<file path="src/acq_pkg.sv">
// Shared constants, encodings and state carrier of the acquisition sequencer.
package acq_pkg;

	// ****************************************************************
	// Sensor timing
	// ****************************************************************
	localparam logic [11:0] ROW_CYCLES    = 12'hA40;
	localparam logic [11:0] ROI_MAX_ROWS  = 12'h438;
	localparam logic [11:0] ROI_MIN_ROWS  = 12'h001;

	// ****************************************************************
	// Register offsets
	// ****************************************************************
	localparam logic [7:0] OFS_CTRL        = 8'h00;
	localparam logic [7:0] OFS_CFG         = 8'h04;
	localparam logic [7:0] OFS_FRAME_COUNT = 8'h08;
	localparam logic [7:0] OFS_EXPOSURE    = 8'h0C;
	localparam logic [7:0] OFS_ROI         = 8'h10;
	localparam logic [7:0] OFS_PERIOD      = 8'h14;
	localparam logic [7:0] OFS_STATUS      = 8'h18;
	localparam logic [7:0] OFS_SENT        = 8'h1C;

	// ****************************************************************
	// Field positions
	// ****************************************************************
	localparam int CTRL_START_BIT   = 0;
	localparam int CTRL_ABORT_BIT   = 1;
	localparam int CTRL_SWTRIG_BIT  = 2;
	localparam int CFG_MODE_LSB     = 0;
	localparam int CFG_GLOBAL_BIT   = 2;
	localparam int CFG_INTERNAL_BIT = 3;
	localparam int ST_BUSY_BIT      = 0;
	localparam int ST_READY_BIT     = 1;
	localparam int ST_ACTIVE_BIT    = 2;
	localparam int ST_OVERFLOW_BIT  = 3;
	localparam int ST_LONG_BIT      = 4;
	localparam int ST_EMPTY_BIT     = 5;
	localparam int ST_FULL_BIT      = 6;
	localparam int ST_COUNT_LSB     = 8;

	// ****************************************************************
	// Reset values
	// ****************************************************************
	localparam logic [31:0] FRAME_COUNT_RST = 32'h0000_0001;
	localparam logic [31:0] EXPOSURE_RST    = 32'h0000_0A40;
	localparam logic [31:0] PERIOD_RST      = 32'h0000_0000;

	// ****************************************************************
	// Encodings
	// ****************************************************************
	typedef enum logic [1:0] {
		MODE_SINGLE     = 2'b00,
		MODE_SERIES     = 2'b01,
		MODE_ACCUMULATE = 2'b10,
		MODE_CONTINUOUS = 2'b11
	} acq_mode_e;

	typedef enum logic [1:0] {
		ST_IDLE    = 2'b00,
		ST_ARMED   = 2'b01,
		ST_EXPOSE  = 2'b10,
		ST_READOUT = 2'b11
	} seq_state_e;

	// ****************************************************************
	// Sequencer state
	// ****************************************************************
	typedef struct packed {
		seq_state_e  state;
		acq_mode_e   mode;
		logic        global_shutter;
		logic        internal_trig;
		logic [31:0] frame_count;
		logic [31:0] exposure;
		logic [11:0] region_of_interest;
		logic [31:0] period;
		logic [31:0] run_period;
		logic [31:0] cur_exp;
		logic [31:0] exp_elapsed;
		logic [11:0] row_cnt;
		logic [12:0] rows_left;
		logic        long_exp;
		logic [31:0] frames_taken;
		logic [31:0] frames_sent;
		logic [31:0] rate_cnt;
		logic        trig_prev;
		logic        overflow;
		logic [31:0] prdata;
		logic        pslverr;
	} seq_s;

endpackage

</file>
<file path="src/frame_store.sv">
// Frame unit store: first-in first-out memory of captured frame tags.
`timescale 1ns/1ps
module frame_store #(
	parameter int WIDTH = 16,
	parameter int DEPTH = 8
) (
	input  wire logic                       clock_i,
	input  wire logic                       sys_rst_i,
	input  wire logic                       flush_i,
	input  wire logic                       push_valid_i,
	output logic                            push_ready_o,
	input  wire logic [WIDTH-1:0]           push_data_i,
	output logic                            pop_valid_o,
	input  wire logic                       pop_ready_i,
	output logic [WIDTH-1:0]                pop_data_o,
	output logic [$clog2(DEPTH+1)-1:0]      count_o
);

	localparam int PW = (DEPTH > 1) ? $clog2(DEPTH) : 1;
	localparam int CW = $clog2(DEPTH+1);
	localparam logic [PW-1:0] LAST = PW'(DEPTH-1);
	localparam logic [CW-1:0] FULL = CW'(DEPTH);

	typedef struct packed {
		logic [DEPTH-1:0][WIDTH-1:0] mem;
		logic [PW-1:0]               wr;
		logic [PW-1:0]               rd;
		logic [CW-1:0]               count;
	} store_s;

	store_s q;
	store_s d;
	logic   do_push;
	logic   do_pop;

	assign push_ready_o = (q.count != FULL);
	assign pop_valid_o  = (q.count != '0);
	assign pop_data_o   = q.mem[q.rd];
	assign count_o      = q.count;
	assign do_push      = push_valid_i & push_ready_o;
	assign do_pop       = pop_valid_o & pop_ready_i;

	// ****************************************************************
	// Next state
	// ****************************************************************
	always_comb begin
		d = q;
		if (do_push) begin
			d.mem[q.wr] = push_data_i;
			d.wr = (q.wr == LAST) ? '0 : q.wr + 1'b1;
		end
		if (do_pop) begin
			d.rd = (q.rd == LAST) ? '0 : q.rd + 1'b1;
		end
		if (do_push && !do_pop) begin
			d.count = q.count + 1'b1;
		end else if (do_pop && !do_push) begin
			d.count = q.count - 1'b1;
		end
		if (flush_i) begin
			d.wr = '0;
			d.rd = '0;
			d.count = '0;
		end
	end

	always_ff @(posedge clock_i or posedge sys_rst_i) begin
		if (sys_rst_i) begin
			q <= '0;
		end else begin
			q <= d;
		end
	end

endmodule

</file>
<file path="src/camera_acquisition_sequencer.sv">
// Acquisition sequencer: triggers, exposure, readout, frame store and APB.
//
// Function
// - Exposure rounds up to whole row periods in every trigger mode.
// - One row period is a fixed count of readout clock cycles.
// - Frame length in rows follows region of interest height, full is 1080.
// - Exposure below frame time is short, above frame time is long.
// - On-the-fly exposure changes stay within the range of the running class.
// - Frame unit is one frame rolling, reference plus image frame global.
// - Only triggers arriving while ready produce a frame.
// - One-frame mode takes the first valid trigger, ignores the rest.
// - Counted series takes valid triggers until frame count is reached.
// - Series may fill memory; host limits count, capture stalls when full.
// - Accumulate mode sends each frame unit unmodified.
// - Continuous mode takes valid triggers without limit until aborted.
// - Continuous mode aborts the acquisition when memory becomes full.
// - Stored frames are read from memory and sent to the host link.
// - A new exposure applies from the next frame unit, rewrites unlimited.
// - Internal trigger runs at maximum rate or programmed lower rate.
// - Ready is high exactly when a rising trigger edge would be taken in external trigger mode.
//
// Chosen here: register access over APB and the address map.
`timescale 1ns/1ps
module camera_acquisition_sequencer #(
	parameter int STORE_DEPTH = 8,
	parameter int TAG_WIDTH   = 16
) (
	input  wire logic                  clock_i,
	input  wire logic                  sys_rst_i,
	input  wire logic                  psel_i,
	input  wire logic                  penable_i,
	input  wire logic                  pwrite_i,
	input  wire logic [7:0]            paddr_i,
	input  wire logic [31:0]           pwdata_i,
	output logic [31:0]                prdata_o,
	output logic                       pready_o,
	output logic                       pslverr_o,
	input  wire logic                  trigger_i,
	output logic                       ready_o,
	output logic                       expose_o,
	output logic                       readout_o,
	output logic                       active_o,
	output logic                       tx_valid_o,
	input  wire logic                  tx_ready_i,
	output logic [TAG_WIDTH-1:0]       tx_tag_o
);

	localparam int CW = $clog2(STORE_DEPTH+1);

	acq_pkg::seq_s       q;
	acq_pkg::seq_s       d;
	logic                push;
	logic                flush;
	logic                store_ready;
	logic [CW-1:0]       store_count;
	logic                tx_fire;
	logic [31:0]         frame_cyc;
	logic [31:0]         new_exp;
	logic [31:0]         status;
	logic [32:0]         elapsed_next;
	logic [12:0]         unit_rows;
	logic                wr_en;
	logic                setup;
	logic                start_req;
	logic                abort_req;
	logic                sw_trig;
	logic                trig_rise;
	logic                rate_due;
	logic                limit_hit;
	logic                ready;
	logic                trig_take;
	logic                mapped;
	logic [31:0]         rd_mux;

	// ****************************************************************
	// Frame store
	// ****************************************************************
	frame_store #(
		.WIDTH (TAG_WIDTH),
		.DEPTH (STORE_DEPTH)
	) u_store (
		.clock_i      (clock_i),
		.sys_rst_i    (sys_rst_i),
		.flush_i      (flush),
		.push_valid_i (push),
		.push_ready_o (store_ready),
		.push_data_i  (q.frames_taken[TAG_WIDTH-1:0]),
		.pop_valid_o  (tx_valid_o),
		.pop_ready_i  (tx_ready_i),
		.pop_data_o   (tx_tag_o),
		.count_o      (store_count)
	);

	assign tx_fire = tx_valid_o & tx_ready_i;

	// ****************************************************************
	// Bus decode
	// ****************************************************************
	assign setup     = psel_i & ~penable_i;
	assign wr_en     = psel_i & penable_i & pwrite_i;
	assign pready_o  = psel_i & penable_i;
	assign prdata_o  = q.prdata;
	assign pslverr_o = q.pslverr;
	assign start_req = wr_en && (paddr_i == acq_pkg::OFS_CTRL)
		&& pwdata_i[acq_pkg::CTRL_START_BIT];
	assign abort_req = wr_en && (paddr_i == acq_pkg::OFS_CTRL)
		&& pwdata_i[acq_pkg::CTRL_ABORT_BIT];
	assign sw_trig   = wr_en && (paddr_i == acq_pkg::OFS_CTRL)
		&& pwdata_i[acq_pkg::CTRL_SWTRIG_BIT];
	assign mapped    = (paddr_i[1:0] == 2'b00) && (paddr_i[7:5] == 3'b000);

	// ****************************************************************
	// Timing terms
	// ****************************************************************
	// The frame time is recomputed from the height each cycle so that a
	// new height is seen by the classification without an extra register.
	assign frame_cyc = 32'(q.region_of_interest) * 32'(acq_pkg::ROW_CYCLES);
	assign elapsed_next = {1'b0, q.exp_elapsed}
		+ 33'(acq_pkg::ROW_CYCLES);
	assign unit_rows = q.global_shutter ? {q.region_of_interest, 1'b0}
		: {1'b0, q.region_of_interest};

	// ****************************************************************
	// Trigger qualification
	// ****************************************************************
	assign trig_rise = trigger_i & ~q.trig_prev;
	assign rate_due  = (q.rate_cnt >= q.run_period);
	always_comb begin
		case (q.mode)
			acq_pkg::MODE_SINGLE: begin
				limit_hit = (q.frames_taken != 32'h0000_0000);
			end
			acq_pkg::MODE_CONTINUOUS: begin
				limit_hit = 1'b0;
			end
			default: begin
				limit_hit = (q.frames_taken >= q.frame_count);
			end
		endcase
	end
	// Capture also stalls on a full store, so a series that outruns the
	// link simply waits rather than overwriting stored units.
	assign ready = (q.state == acq_pkg::ST_ARMED) && store_ready
		&& !limit_hit && !abort_req;
	assign trig_take = ready && (q.internal_trig ? rate_due
		: (trig_rise | sw_trig));

	assign ready_o   = ready;
	assign expose_o  = (q.state == acq_pkg::ST_EXPOSE);
	assign readout_o = (q.state == acq_pkg::ST_READOUT);
	assign active_o  = (q.state != acq_pkg::ST_IDLE);

	// ****************************************************************
	// Exposure clamp
	// ****************************************************************
	always_comb begin
		new_exp = pwdata_i;
		if (q.state != acq_pkg::ST_IDLE) begin
			if (q.long_exp && (pwdata_i <= frame_cyc)) begin
				new_exp = frame_cyc + 32'h0000_0001;
			end else if (!q.long_exp && (pwdata_i >= frame_cyc)) begin
				new_exp = frame_cyc - 32'h0000_0001;
			end
		end
	end

	// ****************************************************************
	// Read data
	// ****************************************************************
	always_comb begin
		status = 32'h0000_0000;
		status[acq_pkg::ST_BUSY_BIT] = (q.state != acq_pkg::ST_IDLE)
			|| tx_valid_o;
		status[acq_pkg::ST_READY_BIT] = ready;
		status[acq_pkg::ST_ACTIVE_BIT] = (q.state != acq_pkg::ST_IDLE);
		status[acq_pkg::ST_OVERFLOW_BIT] = q.overflow;
		status[acq_pkg::ST_LONG_BIT] = !(q.exposure < frame_cyc);
		status[acq_pkg::ST_EMPTY_BIT] = !tx_valid_o;
		status[acq_pkg::ST_FULL_BIT] = !store_ready;
		status[acq_pkg::ST_COUNT_LSB +: 8] = 8'(store_count);
		case (paddr_i)
			acq_pkg::OFS_CFG: begin
				rd_mux = {28'h000_0000, q.internal_trig,
					q.global_shutter, q.mode};
			end
			acq_pkg::OFS_FRAME_COUNT: begin
				rd_mux = q.frame_count;
			end
			acq_pkg::OFS_EXPOSURE: begin
				rd_mux = q.exposure;
			end
			acq_pkg::OFS_ROI: begin
				rd_mux = {20'h0_0000, q.region_of_interest};
			end
			acq_pkg::OFS_PERIOD: begin
				rd_mux = q.period;
			end
			acq_pkg::OFS_STATUS: begin
				rd_mux = status;
			end
			acq_pkg::OFS_SENT: begin
				rd_mux = q.frames_sent;
			end
			default: begin
				rd_mux = 32'h0000_0000;
			end
		endcase
	end

	// ****************************************************************
	// Next state
	// ****************************************************************
	always_comb begin
		d = q;
		push = 1'b0;
		flush = 1'b0;
		d.trig_prev = trigger_i;
		if (setup) begin
			d.prdata = mapped ? rd_mux : 32'h0000_0000;
			d.pslverr = !mapped;
		end
		if (tx_fire) begin
			d.frames_sent = q.frames_sent + 32'h0000_0001;
		end
		if (q.rate_cnt != 32'hFFFF_FFFF) begin
			d.rate_cnt = q.rate_cnt + 32'h0000_0001;
		end

		// Configuration is frozen while running except the exposure.
		if (wr_en && (q.state == acq_pkg::ST_IDLE)) begin
			case (paddr_i)
				acq_pkg::OFS_CFG: begin
					d.mode = acq_pkg::acq_mode_e'(
						pwdata_i[acq_pkg::CFG_MODE_LSB +: 2]);
					d.global_shutter = pwdata_i[acq_pkg::CFG_GLOBAL_BIT];
					d.internal_trig = pwdata_i[acq_pkg::CFG_INTERNAL_BIT];
				end
				acq_pkg::OFS_FRAME_COUNT: begin
					d.frame_count = pwdata_i;
				end
				acq_pkg::OFS_ROI: begin
					if (pwdata_i[11:0] == 12'h000
						|| pwdata_i[31:12] != 20'h0_0000) begin
						d.region_of_interest = (pwdata_i[11:0] == 12'h000
							&& pwdata_i[31:12] == 20'h0_0000)
							? acq_pkg::ROI_MIN_ROWS
							: acq_pkg::ROI_MAX_ROWS;
					end else if (pwdata_i[11:0] > acq_pkg::ROI_MAX_ROWS) begin
						d.region_of_interest = acq_pkg::ROI_MAX_ROWS;
					end else begin
						d.region_of_interest = pwdata_i[11:0];
					end
				end
				acq_pkg::OFS_PERIOD: begin
					d.period = pwdata_i;
				end
				default: begin
				end
			endcase
		end
		if (wr_en && (paddr_i == acq_pkg::OFS_EXPOSURE)) begin
			d.exposure = new_exp;
		end

		case (q.state)
			acq_pkg::ST_IDLE: begin
				if (start_req && !abort_req) begin
					d.state = acq_pkg::ST_ARMED;
					d.frames_taken = 32'h0000_0000;
					d.overflow = 1'b0;
					d.run_period = q.period;
					d.rate_cnt = 32'hFFFF_FFFF;
					d.long_exp = !(q.exposure < frame_cyc);
				end
			end
			acq_pkg::ST_ARMED: begin
				if (trig_take) begin
					d.state = acq_pkg::ST_EXPOSE;
					d.cur_exp = q.exposure;
					d.exp_elapsed = 32'h0000_0000;
					d.row_cnt = 12'h000;
					d.rate_cnt = 32'h0000_0000;
				end else if (limit_hit) begin
					d.state = acq_pkg::ST_IDLE;
				end else if (q.mode == acq_pkg::MODE_CONTINUOUS
					&& !store_ready) begin
					d.state = acq_pkg::ST_IDLE;
					d.overflow = 1'b1;
					flush = 1'b1;
				end
			end
			acq_pkg::ST_EXPOSE: begin
				if (q.row_cnt == acq_pkg::ROW_CYCLES - 12'h001) begin
					d.row_cnt = 12'h000;
					if (elapsed_next >= {1'b0, q.cur_exp}) begin
						d.state = acq_pkg::ST_READOUT;
						d.rows_left = unit_rows;
					end else begin
						d.exp_elapsed = elapsed_next[31:0];
					end
				end else begin
					d.row_cnt = q.row_cnt + 12'h001;
				end
			end
			acq_pkg::ST_READOUT: begin
				if (q.row_cnt == acq_pkg::ROW_CYCLES - 12'h001) begin
					d.row_cnt = 12'h000;
					d.rows_left = q.rows_left - 13'h0001;
					if (q.rows_left == 13'h0001) begin
						push = 1'b1;
						d.frames_taken = q.frames_taken + 32'h0000_0001;
						d.state = acq_pkg::ST_ARMED;
					end
				end else begin
					d.row_cnt = q.row_cnt + 12'h001;
				end
			end
			default: begin
				d.state = acq_pkg::ST_IDLE;
			end
		endcase

		// Abort also discards units not yet sent, so the next acquisition
		// never delivers stale frames from the one that was stopped.
		if (abort_req) begin
			d.state = acq_pkg::ST_IDLE;
			d.row_cnt = 12'h000;
			push = 1'b0;
			flush = 1'b1;
		end
	end

	// ****************************************************************
	// State register
	// ****************************************************************
	always_ff @(posedge clock_i or posedge sys_rst_i) begin
		if (sys_rst_i) begin
			q <= '0;
			q.frame_count <= acq_pkg::FRAME_COUNT_RST;
			q.exposure <= acq_pkg::EXPOSURE_RST;
			q.region_of_interest <= acq_pkg::ROI_MAX_ROWS;
			q.period <= acq_pkg::PERIOD_RST;
			q.run_period <= acq_pkg::PERIOD_RST;
		end else begin
			q <= d;
		end
	end

endmodule

</file>
<file path="config.mk">
export PLATFORM = sky130hd
export DESIGN_NAME = camera_acquisition_sequencer
export DESIGN_NICKNAME = d
export VERILOG_FILES = /design/src/acq_pkg.sv /design/src/frame_store.sv /design/src/camera_acquisition_sequencer.sv
export SDC_FILE = /design/constraint.sdc
export NUM_CORES = 1
export LEC_CHECK = 0
export BUFFER_PORTS_ARGS = -buffer_cell sky130_fd_sc_hd__buf_2
export CAP_MARGIN = 20
export CORE_MARGIN = 8
export CORE_UTILIZATION = 30
export CTS_CLUSTER_DIAMETER = 200
export CTS_CLUSTER_SIZE = 25
export DETAILED_ROUTE_END_ITERATION = 12
export GPL_ROUTABILITY_DRIVEN = 0
export PLACE_DENSITY = 0.46
export REMOVE_ABC_BUFFERS = 1
export SYNTH_ARGS = -nofsm -noshare
export SYNTH_HDL_FRONTEND = slang
export SYNTH_SLANG_ARGS = --single-unit
</file>
<file path="constraint.sdc">
create_clock -name clock_i -period 14.58 [get_ports clock_i]
set_input_delay 0.729 -clock clock_i [delete_from_list [all_inputs] [get_ports clock_i]]
set_output_delay 0.729 -clock clock_i [all_outputs]
set_load 0.02 [all_outputs]
</file>
After elaboration in Yosys (flattened, before gate mapping)
Index checks and enable logic that the tools add are counted.

Bits in registers: 505. Input port bits: 47. Output and inout port bits: 55. Word-level logic and storage cells: 226.

Add/subtract/negate cells: 12. Multiply operators: 1. $lt $le $gt $ge: 10. Equality and inequality tests: 34. Mux-type cells: 66. Bitwise gates (word level): 9. Reduce and logical (&&, ||, !) cells: 62.

Operators with widths (number): 32-bit 2-to-1 mux (12); 32-bit case mux with 7 select lines (1); 32-bit case mux with 2 select lines (3); 128-bit bitwise mux (1); 32-bit by 1-bit adder with 32-bit output (second input constant) (3); 32-bit >= comparator (2); 13-bit 2-to-1 mux (4); 16-bit binary-select mux with 3-bit select (1); 16-bit demux with 3-bit select (1); 12-bit 2-to-1 mux (4); 44-bit 2-to-1 mux (1); 32-bit by 12-bit adder with 33-bit output (second input constant) (1); 33-bit by 32-bit >= comparator with 1-bit output (1); 8-bit by 5-bit equality test with 1-bit output (second input constant) (4); 32-bit by 24-bit >= comparator with 1-bit output (1); 32-bit by 24-bit less-or-equal comparator with 1-bit output (1); 32-bit by 24-bit less-than comparator with 1-bit output (1); 16-bit 2-to-1 mux (2); 32-bit inequality test (second input constant) (1); 32-bit nonzero test (1); 13-bit case mux with 2 select lines (1); 24-bit by 1-bit adder with 25-bit output (second input constant) (1); 24-bit by 1-bit subtractor with 25-bit output (second input constant) (1); 12-bit case mux with 2 select lines (1); other kinds (51) (144).

Depth between registers and ports, before layout
Gate-level depths: netlist (run 1).

Depth after elaboration: 11. Depth in mapped cells: 24.

Cells and area by module
Synthesis (run 1) repeated with hierarchy kept, for this count alone.

Cell total of the unflattened synthesis: 2791. Area total of the unflattened synthesis: 29542.1 µm².

By module, submodules not included: camera_acquisition_sequencer (times used 1, cells an instance 2380, area an instance 22830.6 µm², seq. area each 9043.7 µm²); frame_store (times used 1, cells an instance 411, area an instance 6711.4 µm², seq. area each 3453.3 µm²).

Worst setup path after synthesis (run 1)
Ideal clock, no wire load.

Kind: register to register. Start point: reg q[290] (netlist bit). End point: reg q[306] (netlist bit). Setup time: 0.073 ns. Arrival: 5.713 ns. Data required time: 14.507 ns. Path slack: 8.794 ns. Cell stages (with the launch flop): 19. Buffers on the path: 1. Period minus slack after synthesis: 5.786 ns. Cell sequence: dfstp_2 -> ha_1 -> fa_1 -> ha_1 -> ha_1 -> or4_1 -> o221a_2 -> o21a_1 -> o31ai_1 -> ha_1 -> and3_1 -> and4_1 -> nor3b_1 -> mux2_2 -> o41ai_2 -> nor2_1 -> clkbuf_1 -> a221o_1 -> a21oi_1.

Word-level cells in the longest chain between the ends: 6.

RTL lines: start, declared (line camera_acquisition_sequencer.sv:50) `acq_pkg::seq_s q;`; 12-bit by 6-bit multiplier with 18-bit output (*) (line camera_acquisition_sequencer.sv:117) `assign frame_cyc = 32'(q.region_of_interest) * 32'(acq_pkg::ROW_CYCLES);`; 32-bit by 24-bit >= comparator with 1-bit output (line camera_acquisition_sequencer.sv:161) `end else if (!q.long_exp && (pwdata_i >= frame_cyc)) begin`; 1-bit logical AND (line camera_acquisition_sequencer.sv:161); 32-bit 2-to-1 mux (line camera_acquisition_sequencer.sv:161); 32-bit 2-to-1 mux (*) (line camera_acquisition_sequencer.sv:159) `if (q.long_exp && (pwdata_i <= frame_cyc)) begin`; 32-bit 2-to-1 mux (*) (line camera_acquisition_sequencer.sv:158) `if (q.state != acq_pkg::ST_IDLE) begin`.

Mark *: on every way between the ends. The rest lies on a longest branch, timed or not. A chain may end at the register's enable or synchronous reset.

Worst setup path after layout (run 1)
Start point: reg q[290] (netlist bit). End point: reg q[307] (netlist bit).

Same word-level chain as after synthesis.

==> flow_metrics.tcl, run 1 <==
set metrics [dict create \
    status "completed" \
    cp-end-kind "flop" \
    gr-usage-all-layers 0.165 \
    antenna_found_initial 6 \
    ctsResizeCount 0 \
    vias 21700 \
    holdBufCountCts 0 \
    grt_pass1_wl_mm 138 \
    post_cts.repair.setup_buffers 0 \
    crit_fanout 16 \
    syn_area_per_cell_um2 10.3 \
    yosysUniqueCellTypes 90 \
    layout-drive-gt1-share 0.147 \
    finalSetupViolCount 0 \
    clockBufferDepth 3 \
    nFillCells 9589 \
    htreeDepth 1 \
    dp_hpwl_mm 66.9 \
    layout_common_cells "dfrtp_1 (490), nand2_1 (278), o21ai_0 (230)" \
    grt_pass1_vias 21800 \
    rows 113 \
    setup_slack_ps 7850 \
    fp.dieW_um 325 \
    netlist_instances 2794 \
    firstDrtPassIters 6 \
    yosysWarnings 0 \
    crit_slowest_cell "nor2_1" \
    pre_cts_slack_ps 7920 \
    dr.first_iter.drc_count 1867 \
    grt_max_degree 120 \
    power_density_nw_per_um2 94.8 \
    core_um2 94900 \
    die_h_um 325 \
    fin_crit_sh 0.461 \
    area.growth.synth_to_final_pct 8.20 \
    path_cells "ha_1, fa_1, ha_1, ha_1, or4_1, o221a_2, o21a_1, o31ai_1, ha_1, and3_1, and4_1, o311ai_0, mux2i_1, o41ai_2, buf_4, nor2_1, o21ai_0, o211ai_1, a21oi_1" \
    cts_sinks 499 \
    gr-total-overflow 0 \
    layout_commonest_cell "dfrtp_1" \
    clkLatencyLatePin_ps 630 \
    min_path_type "in2async" \
    final_max_slew_viol_count 0 \
    ys.flop_type "dfrtp_1" \
    finalHoldViolCount 0 \
    fin_cells 4069 \
    drt-vias-per-instance 5.33 \
    yosys.area.top_type "dfrtp_1" \
    numPortBuffers 101 \
    cp_data_arrival_time_ps 7240 \
    tightest_slew_ps 1120 \
    ir_worst_vdd_mv 0.129 \
    drc_errors 0 \
    critPathLaunchType "flop" \
    synth_area_um2 28700 \
    rsz0062_at_grt "false" \
    clock.fmax_mhz 149 \
    power_leakage_nw 14.8 \
    async_flop_share 1.00 \
    cp_common_cell "ha_1" \
    wl_per_cell_um 22.1 \
    place_inst 4030 \
    required_ps 15100 \
    finalClockSkew_ps 36.0 \
    ys_seq_elements 499 \
    final_antenna_net_count 0 \
    tritoncts "built" \
    cts_root_buf "clkbuf_16" \
    dieArea_um2 106000 \
    synth_edf_count 0 \
    maxSlewHeadroom 0.256 \
    maxCapViolCount 0 \
    path_class "reg2reg" \
    wl_mm 90.0 \
    initial_utilization 0.302 \
    num-nets-final 3033 \
    cts_buffers 23 \
    period_minus_slack_ps 6730 \
    max_stage_delay_ps 850 \
    ios 102 \
    synth_top_cell_area_share 0.429 \
    synth_seq_area_share 0.436 \
    clkTransAtPathRegs_ps 120 \
    netlist_top_cells_area "dfrtp_1 (43%), ha_1 (8.1%), mux2_2 (5.7%)" \
]
==> final timing paths <==
kind,start,endpoint,slack [ps],depth (start not counted)
min in group clock_i,trigger_i,q[34],270,1
hold reg to reg,prdata_o[30],prdata_o[30],480,1
max in group asynchronous,sys_rst_i,q[93],11080,5
setup reg to reg,q[290],q[307],7850,19
setup / recovery,q[290],q[307],7850,19
hold / removal,sys_rst_i,u_store.q[55],260,2
==> power breakdown <==
| group | switching [mW] | internal [mW] | total (mW) | leakage (nW) |
|---|---|---|---|---|
| sequential | 0.0852 | 1.46 | 1.54 | 6.50 |
| combinational | 0.416 | 0.198 | 0.614 | 7.97 |
| clock | 0.484 | 0.299 | 0.784 | 0.306 |
| total | 0.985 | 1.95 | 2.94 | 14.8 |
==> metal layers <==
metal / vias up / wire [um] / GRT usage
met1: 11000 / 43000 / 0.239
met3: 107 / 4720 / 0.0224
met4: 2 / 2140 / 0.0376
met2: 510 / 40200 / 0.260
met5: - / 9 / 0
li1: 10000 / - / -
==> final cells by class <==
cell class	instances	area (um2)	area share
antenna	2	5.00	0.000161
timing repair buffer	141	866	0.0279
multi-input combinational	1983	14900	0.480
tap	1265	1580	0.0511
sequential	499	12500	0.403
inverter	144	548	0.0177
clock inverter	1	20.0	0.000646
clock buffer	34	617	0.0199
==> worst max-delay path: cells and delay by family, from the launching register on <==
kind,cells,cell delay [ps]
AND/OR/NAND/NOR,4,1860
flip-flops,1,630
buffers and inverters,1,210
AO/OA/AOI/OAI,8,2030
multiplexers,1,310
adder cells (fa/ha/maj),5,1580
==> logic make-up (layout without fill, tap and decap cells) <==
| logic type | count (synthesis) | in the layout | share of synthesized area |
|---|---|---|---|
| other | 0 | 2 | 0 |
| AO/OA/AOI/OAI | 636 | 636 | 0.141 |
| AND/OR/NAND/NOR | 764 | 764 | 0.135 |
| buffers and inverters | 312 | 320 | 0.0469 |
| adder cells (fa/ha/maj) | 196 | 196 | 0.0875 |
| flip-flops | 499 | 499 | 0.436 |
| XOR/XNOR | 139 | 139 | 0.0425 |
| multiplexers | 248 | 248 | 0.111 |
==> sequential cells by signal, indices dropped and copies added (netlist names) <==
register,cells
pslverr_o,1
u_store.q,134
prdata_o,32
u_store.count_o,4
q,328
==> through the flow <==
step	power, mW	hold WS (ps)	utilization	TNS [ps]	cell area, um2
after CTS	2.97	268	0.326	0	31000
final	2.94	260	0.327	0	31000
after global placement	2.16	454	0.319	0	30300
after floorplan	1.93	445	-	-32910	27900
after global routing	3.09	250	0.327	0	31000
after detailed placement	2.18	462	0.320	0	30300
==> Yosys cell counts, types with 28 or more instances <==
master,instances
dfrtp_1,491
nand2_1,278
o21ai_0,230
ha_1,186
mux2_2,145
inv_1,143
a21oi_1,136
nor2_1,129
clkbuf_1,118
nand3_1,76
xor2_1,72
xnor2_1,67
a21o_1,55
and3_1,45
nor3_1,42
nand4_1,41
buf_4,34
mux2i_1,33
mux4_2,32
nor4_1,28
No activity file was read; power rests on OpenSTA's default activity.
==> inputs of run 2 (changes only) <==
--- a/config.mk
+++ b/config.mk
@@ -5,6 +5,7 @@
 export SDC_FILE = /design/constraint.sdc
 export NUM_CORES = 1
 export LEC_CHECK = 0
+export ABC_AREA = 1
 export BUFFER_PORTS_ARGS = -buffer_cell sky130_fd_sc_hd__buf_2
 export CAP_MARGIN = 20
 export CORE_MARGIN = 8
==> constraint.sdc (replaced) <==
create_clock -name clock_i -period 6.1 [get_ports clock_i]
set_input_delay 0.305 -clock clock_i [delete_from_list [all_inputs] [get_ports clock_i]]
set_output_delay 0.305 -clock clock_i [all_outputs]
set_load 0.02 [all_outputs]
==> run 2 against run 1 <==
Compared with the run above: sequential cell count unchanged; critical path depth increased by 3; clock skew increased by 10 ps; count of clock-buffer cells in the layout increased by 6; die area increased by 5.1%; combinational power increased by 97%; final cell count increased by 27%; global-route usage increased by 1.1 points; maximum frequency increased by 31%; hold slack got worse by 220 ps; clock power increased by 140%; synthesized cell count increased by 38%; highest routed layer unchanged.
==> flow_metrics.tcl, run 2 <==
set metrics [dict create \
    dieArea_um2 111000 \
    rsz0062_at_grt "false" \
    p_int_mw 4.46 \
    min_path_type "in2reg" \
    final_area_um2 32400 \
    holdWs_ps 35.1 \
    drc_errors 0 \
    power_density_nw_per_um2 205 \
    ys.flop_type "dfrtp_1" \
    netlist_top_cells_area "dfrtp_1 (41%), nand2_1 (11%), ha_1 (7.7%)" \
    startpoint "q[288]" \
    largest_reg_flops 328 \
    numPortBuffers 101 \
    p_seq_frac 0.529 \
    netlist_instances 3869 \
    gr-total-overflow 0 \
    num-nets-final 4102 \
    final_max_slew_viol_count 0 \
    finalSetupViolCount 0 \
    yosysMostFrequentCell "nand2_1" \
    clkLatencyLatePin_ps 640 \
    swShare 0.329 \
    synth_edf_count 0 \
    dp_hpwl_mm 74.1 \
    critPathLaunchType "flop" \
    grt_pass1_vias 24900 \
    status "completed" \
    tightest_slew_ps 1110 \
    layout_common_cells "nand2_1 (896), dfrtp_1 (490), inv_1 (471)" \
    grt_max_degree 151 \
    yosys.area.top_type "dfrtp_1" \
    placed_area_um2 31700 \
    layout-drive-gt1-share 0.0784 \
    htreeDepth 1 \
    yosysUniqueCellTypes 64 \
    crit_fanout 26 \
    ys_seq_elements 499 \
    rows 116 \
    r2r-end "q[316]" \
    r2r_cells 22 \
    p_sw_mw 2.19 \
    synth_top_cell_area_share 0.407 \
    cts_root_buf "clkbuf_16" \
    cp-end-kind "flop" \
    die_h_um 333 \
    ctsResizeCount 0 \
    final_antenna_net_count 0 \
    power_leakage_nw 15.6 \
    final_util 0.324 \
    ys_top_cells_by_count "nand2_1 (898), dfrtp_1 (491), inv_1 (472), o21ai_0 (439), nor2_1 (317)" \
    grt_pass1_wl_mm 155 \
    fin_crit_sh 0.842 \
    firstDrtPassIters 5 \
    holdBufCountCts 4 \
    wl_per_cell_um 19.4 \
    post_cts.repair.setup_buffers 0 \
    syn_area_per_cell_um2 7.81 \
    period_minus_slack_ps 5130 \
    tns_ps 0 \
    ios 102 \
    drt-vias-per-instance 4.99 \
    clockBufferDepth 3 \
    wl_mm 101 \
    clkTransAtPathRegs_ps 110 \
    fp.dieW_um 333 \
    layout_commonest_cell "nand2_1" \
    async_flop_share 1.00 \
    clock.fmax_mhz 195 \
    cts_sinks 499 \
    finalHoldViolCount 0 \
    fin_total_pwr_mw 6.65 \
    cp_data_arrival_time_ps 5670 \
    dr.first_iter.drc_count 2186 \
    required_ps 6640 \
    initial_utilization 0.302 \
    endpoint "q[316]" \
    clockPowerShare 0.289 \
    gr-usage-all-layers 0.176 \
    rrSetupSlack_ps 970 \
    path_class "reg2reg" \
    maxCapViolCount 0 \
    power_frac_comb 0.182 \
    yosysWarnings 0 \
    antenna_found_initial 7 \
    ir_worst_vdd_mv 0.211 \
    tritoncts "built" \
    area.growth.synth_to_final_pct 7.46 \
    top_register "q" \
    synth_seq_area_share 0.414 \
    cts_buffers 23 \
    maxSlewHeadroom 0.261 \
    worstReg2RegStart "q[288]" \
    finalClockSkew_ps 46.3 \
    synth_area_um2 30200 \
    vias 25900 \
    core_um2 100000 \
]
run 2: cells by family after synthesis:
| family | Yosys count | synth area share |
|---|---|---|
| flops | 499 | 0.414 |
| fa+ha+maj | 194 | 0.0824 |
| xor+xnor | 108 | 0.0316 |
| simple gates | 1591 | 0.229 |
| compound gates | 813 | 0.151 |
| mux | 1 | 0.000373 |
| buf+inv | 663 | 0.0921 |
run 2: metrics by stage:
step | std cells | setup slack, ps
finish | 5179 | 965
global route | 5175 | 475
CTS | 5172 | 942
detailed placement | 5127 | 983
global placement | 5127 | 1030
floorplan | 3694 | -8120
run 2: worst min-delay path by stage:
stage             end  cells after the start    startpoint
3_3_place_gp   q[144]                      2     sys_rst_i
4_1_cts        q[280]                      3  pwdata_i[27]
2_1_floorplan   q[34]                      0     trigger_i
5_1_grt        q[356]                      3  pwdata_i[27]
3_5_place_dp   q[140]                      2     sys_rst_i
6_report       q[356]                      3  pwdata_i[27]
run 2: metal layers:
metal	track usage	wire, um	vias to the layer above
met4	0.0321	1750	4
met3	0.0260	5870	92
li1	-	-	12700
met2	0.272	43500	692
met1	0.261	49400	12400
met5	0	26	-
run 2: cell type report:
class	count	area, um2
Fill cell	10700	67600
Multi-Input combinational cell	2707	14900
Antenna cell	4	10.0
Tap cell	1298	1620
Sequential cell	499	12500
Inverter	488	1840
Clock buffer	40	639
Timing Repair Buffer	142	871
Clock inverter	1	20.0
run 2: critical path, cell delays in order, from the launching register on:
cell      delay [ps]
dfstp_2          570
ha_1             250
fa_1             470
ha_1             310
inv_1             60
fa_1             450
inv_1             70
nand3_1           60
nand2_1          150
a21oi_1          100
xnor2_1          370
inv_1            130
ha_1             320
a21o_1           180
a221oi_1         320
nor2_1           100
nor2_2           110
nand3_2          270
nand2_4          380
nand2_1           90
nand2_1           70
nand2_1           50
a21oi_1          160
run 2: power by group through the flow:
stage | clock (mW) | combinational (mW) | sequential [mW]
after CTS | 2.01 | 1.22 | 3.52
after floorplan | 0 | 0.813 | 3.53
after global routing | 2.11 | 1.37 | 3.53
after global placement | 0 | 1.20 | 3.58
final | 1.92 | 1.21 | 3.52
after detailed placement | 0 | 1.21 | 3.58
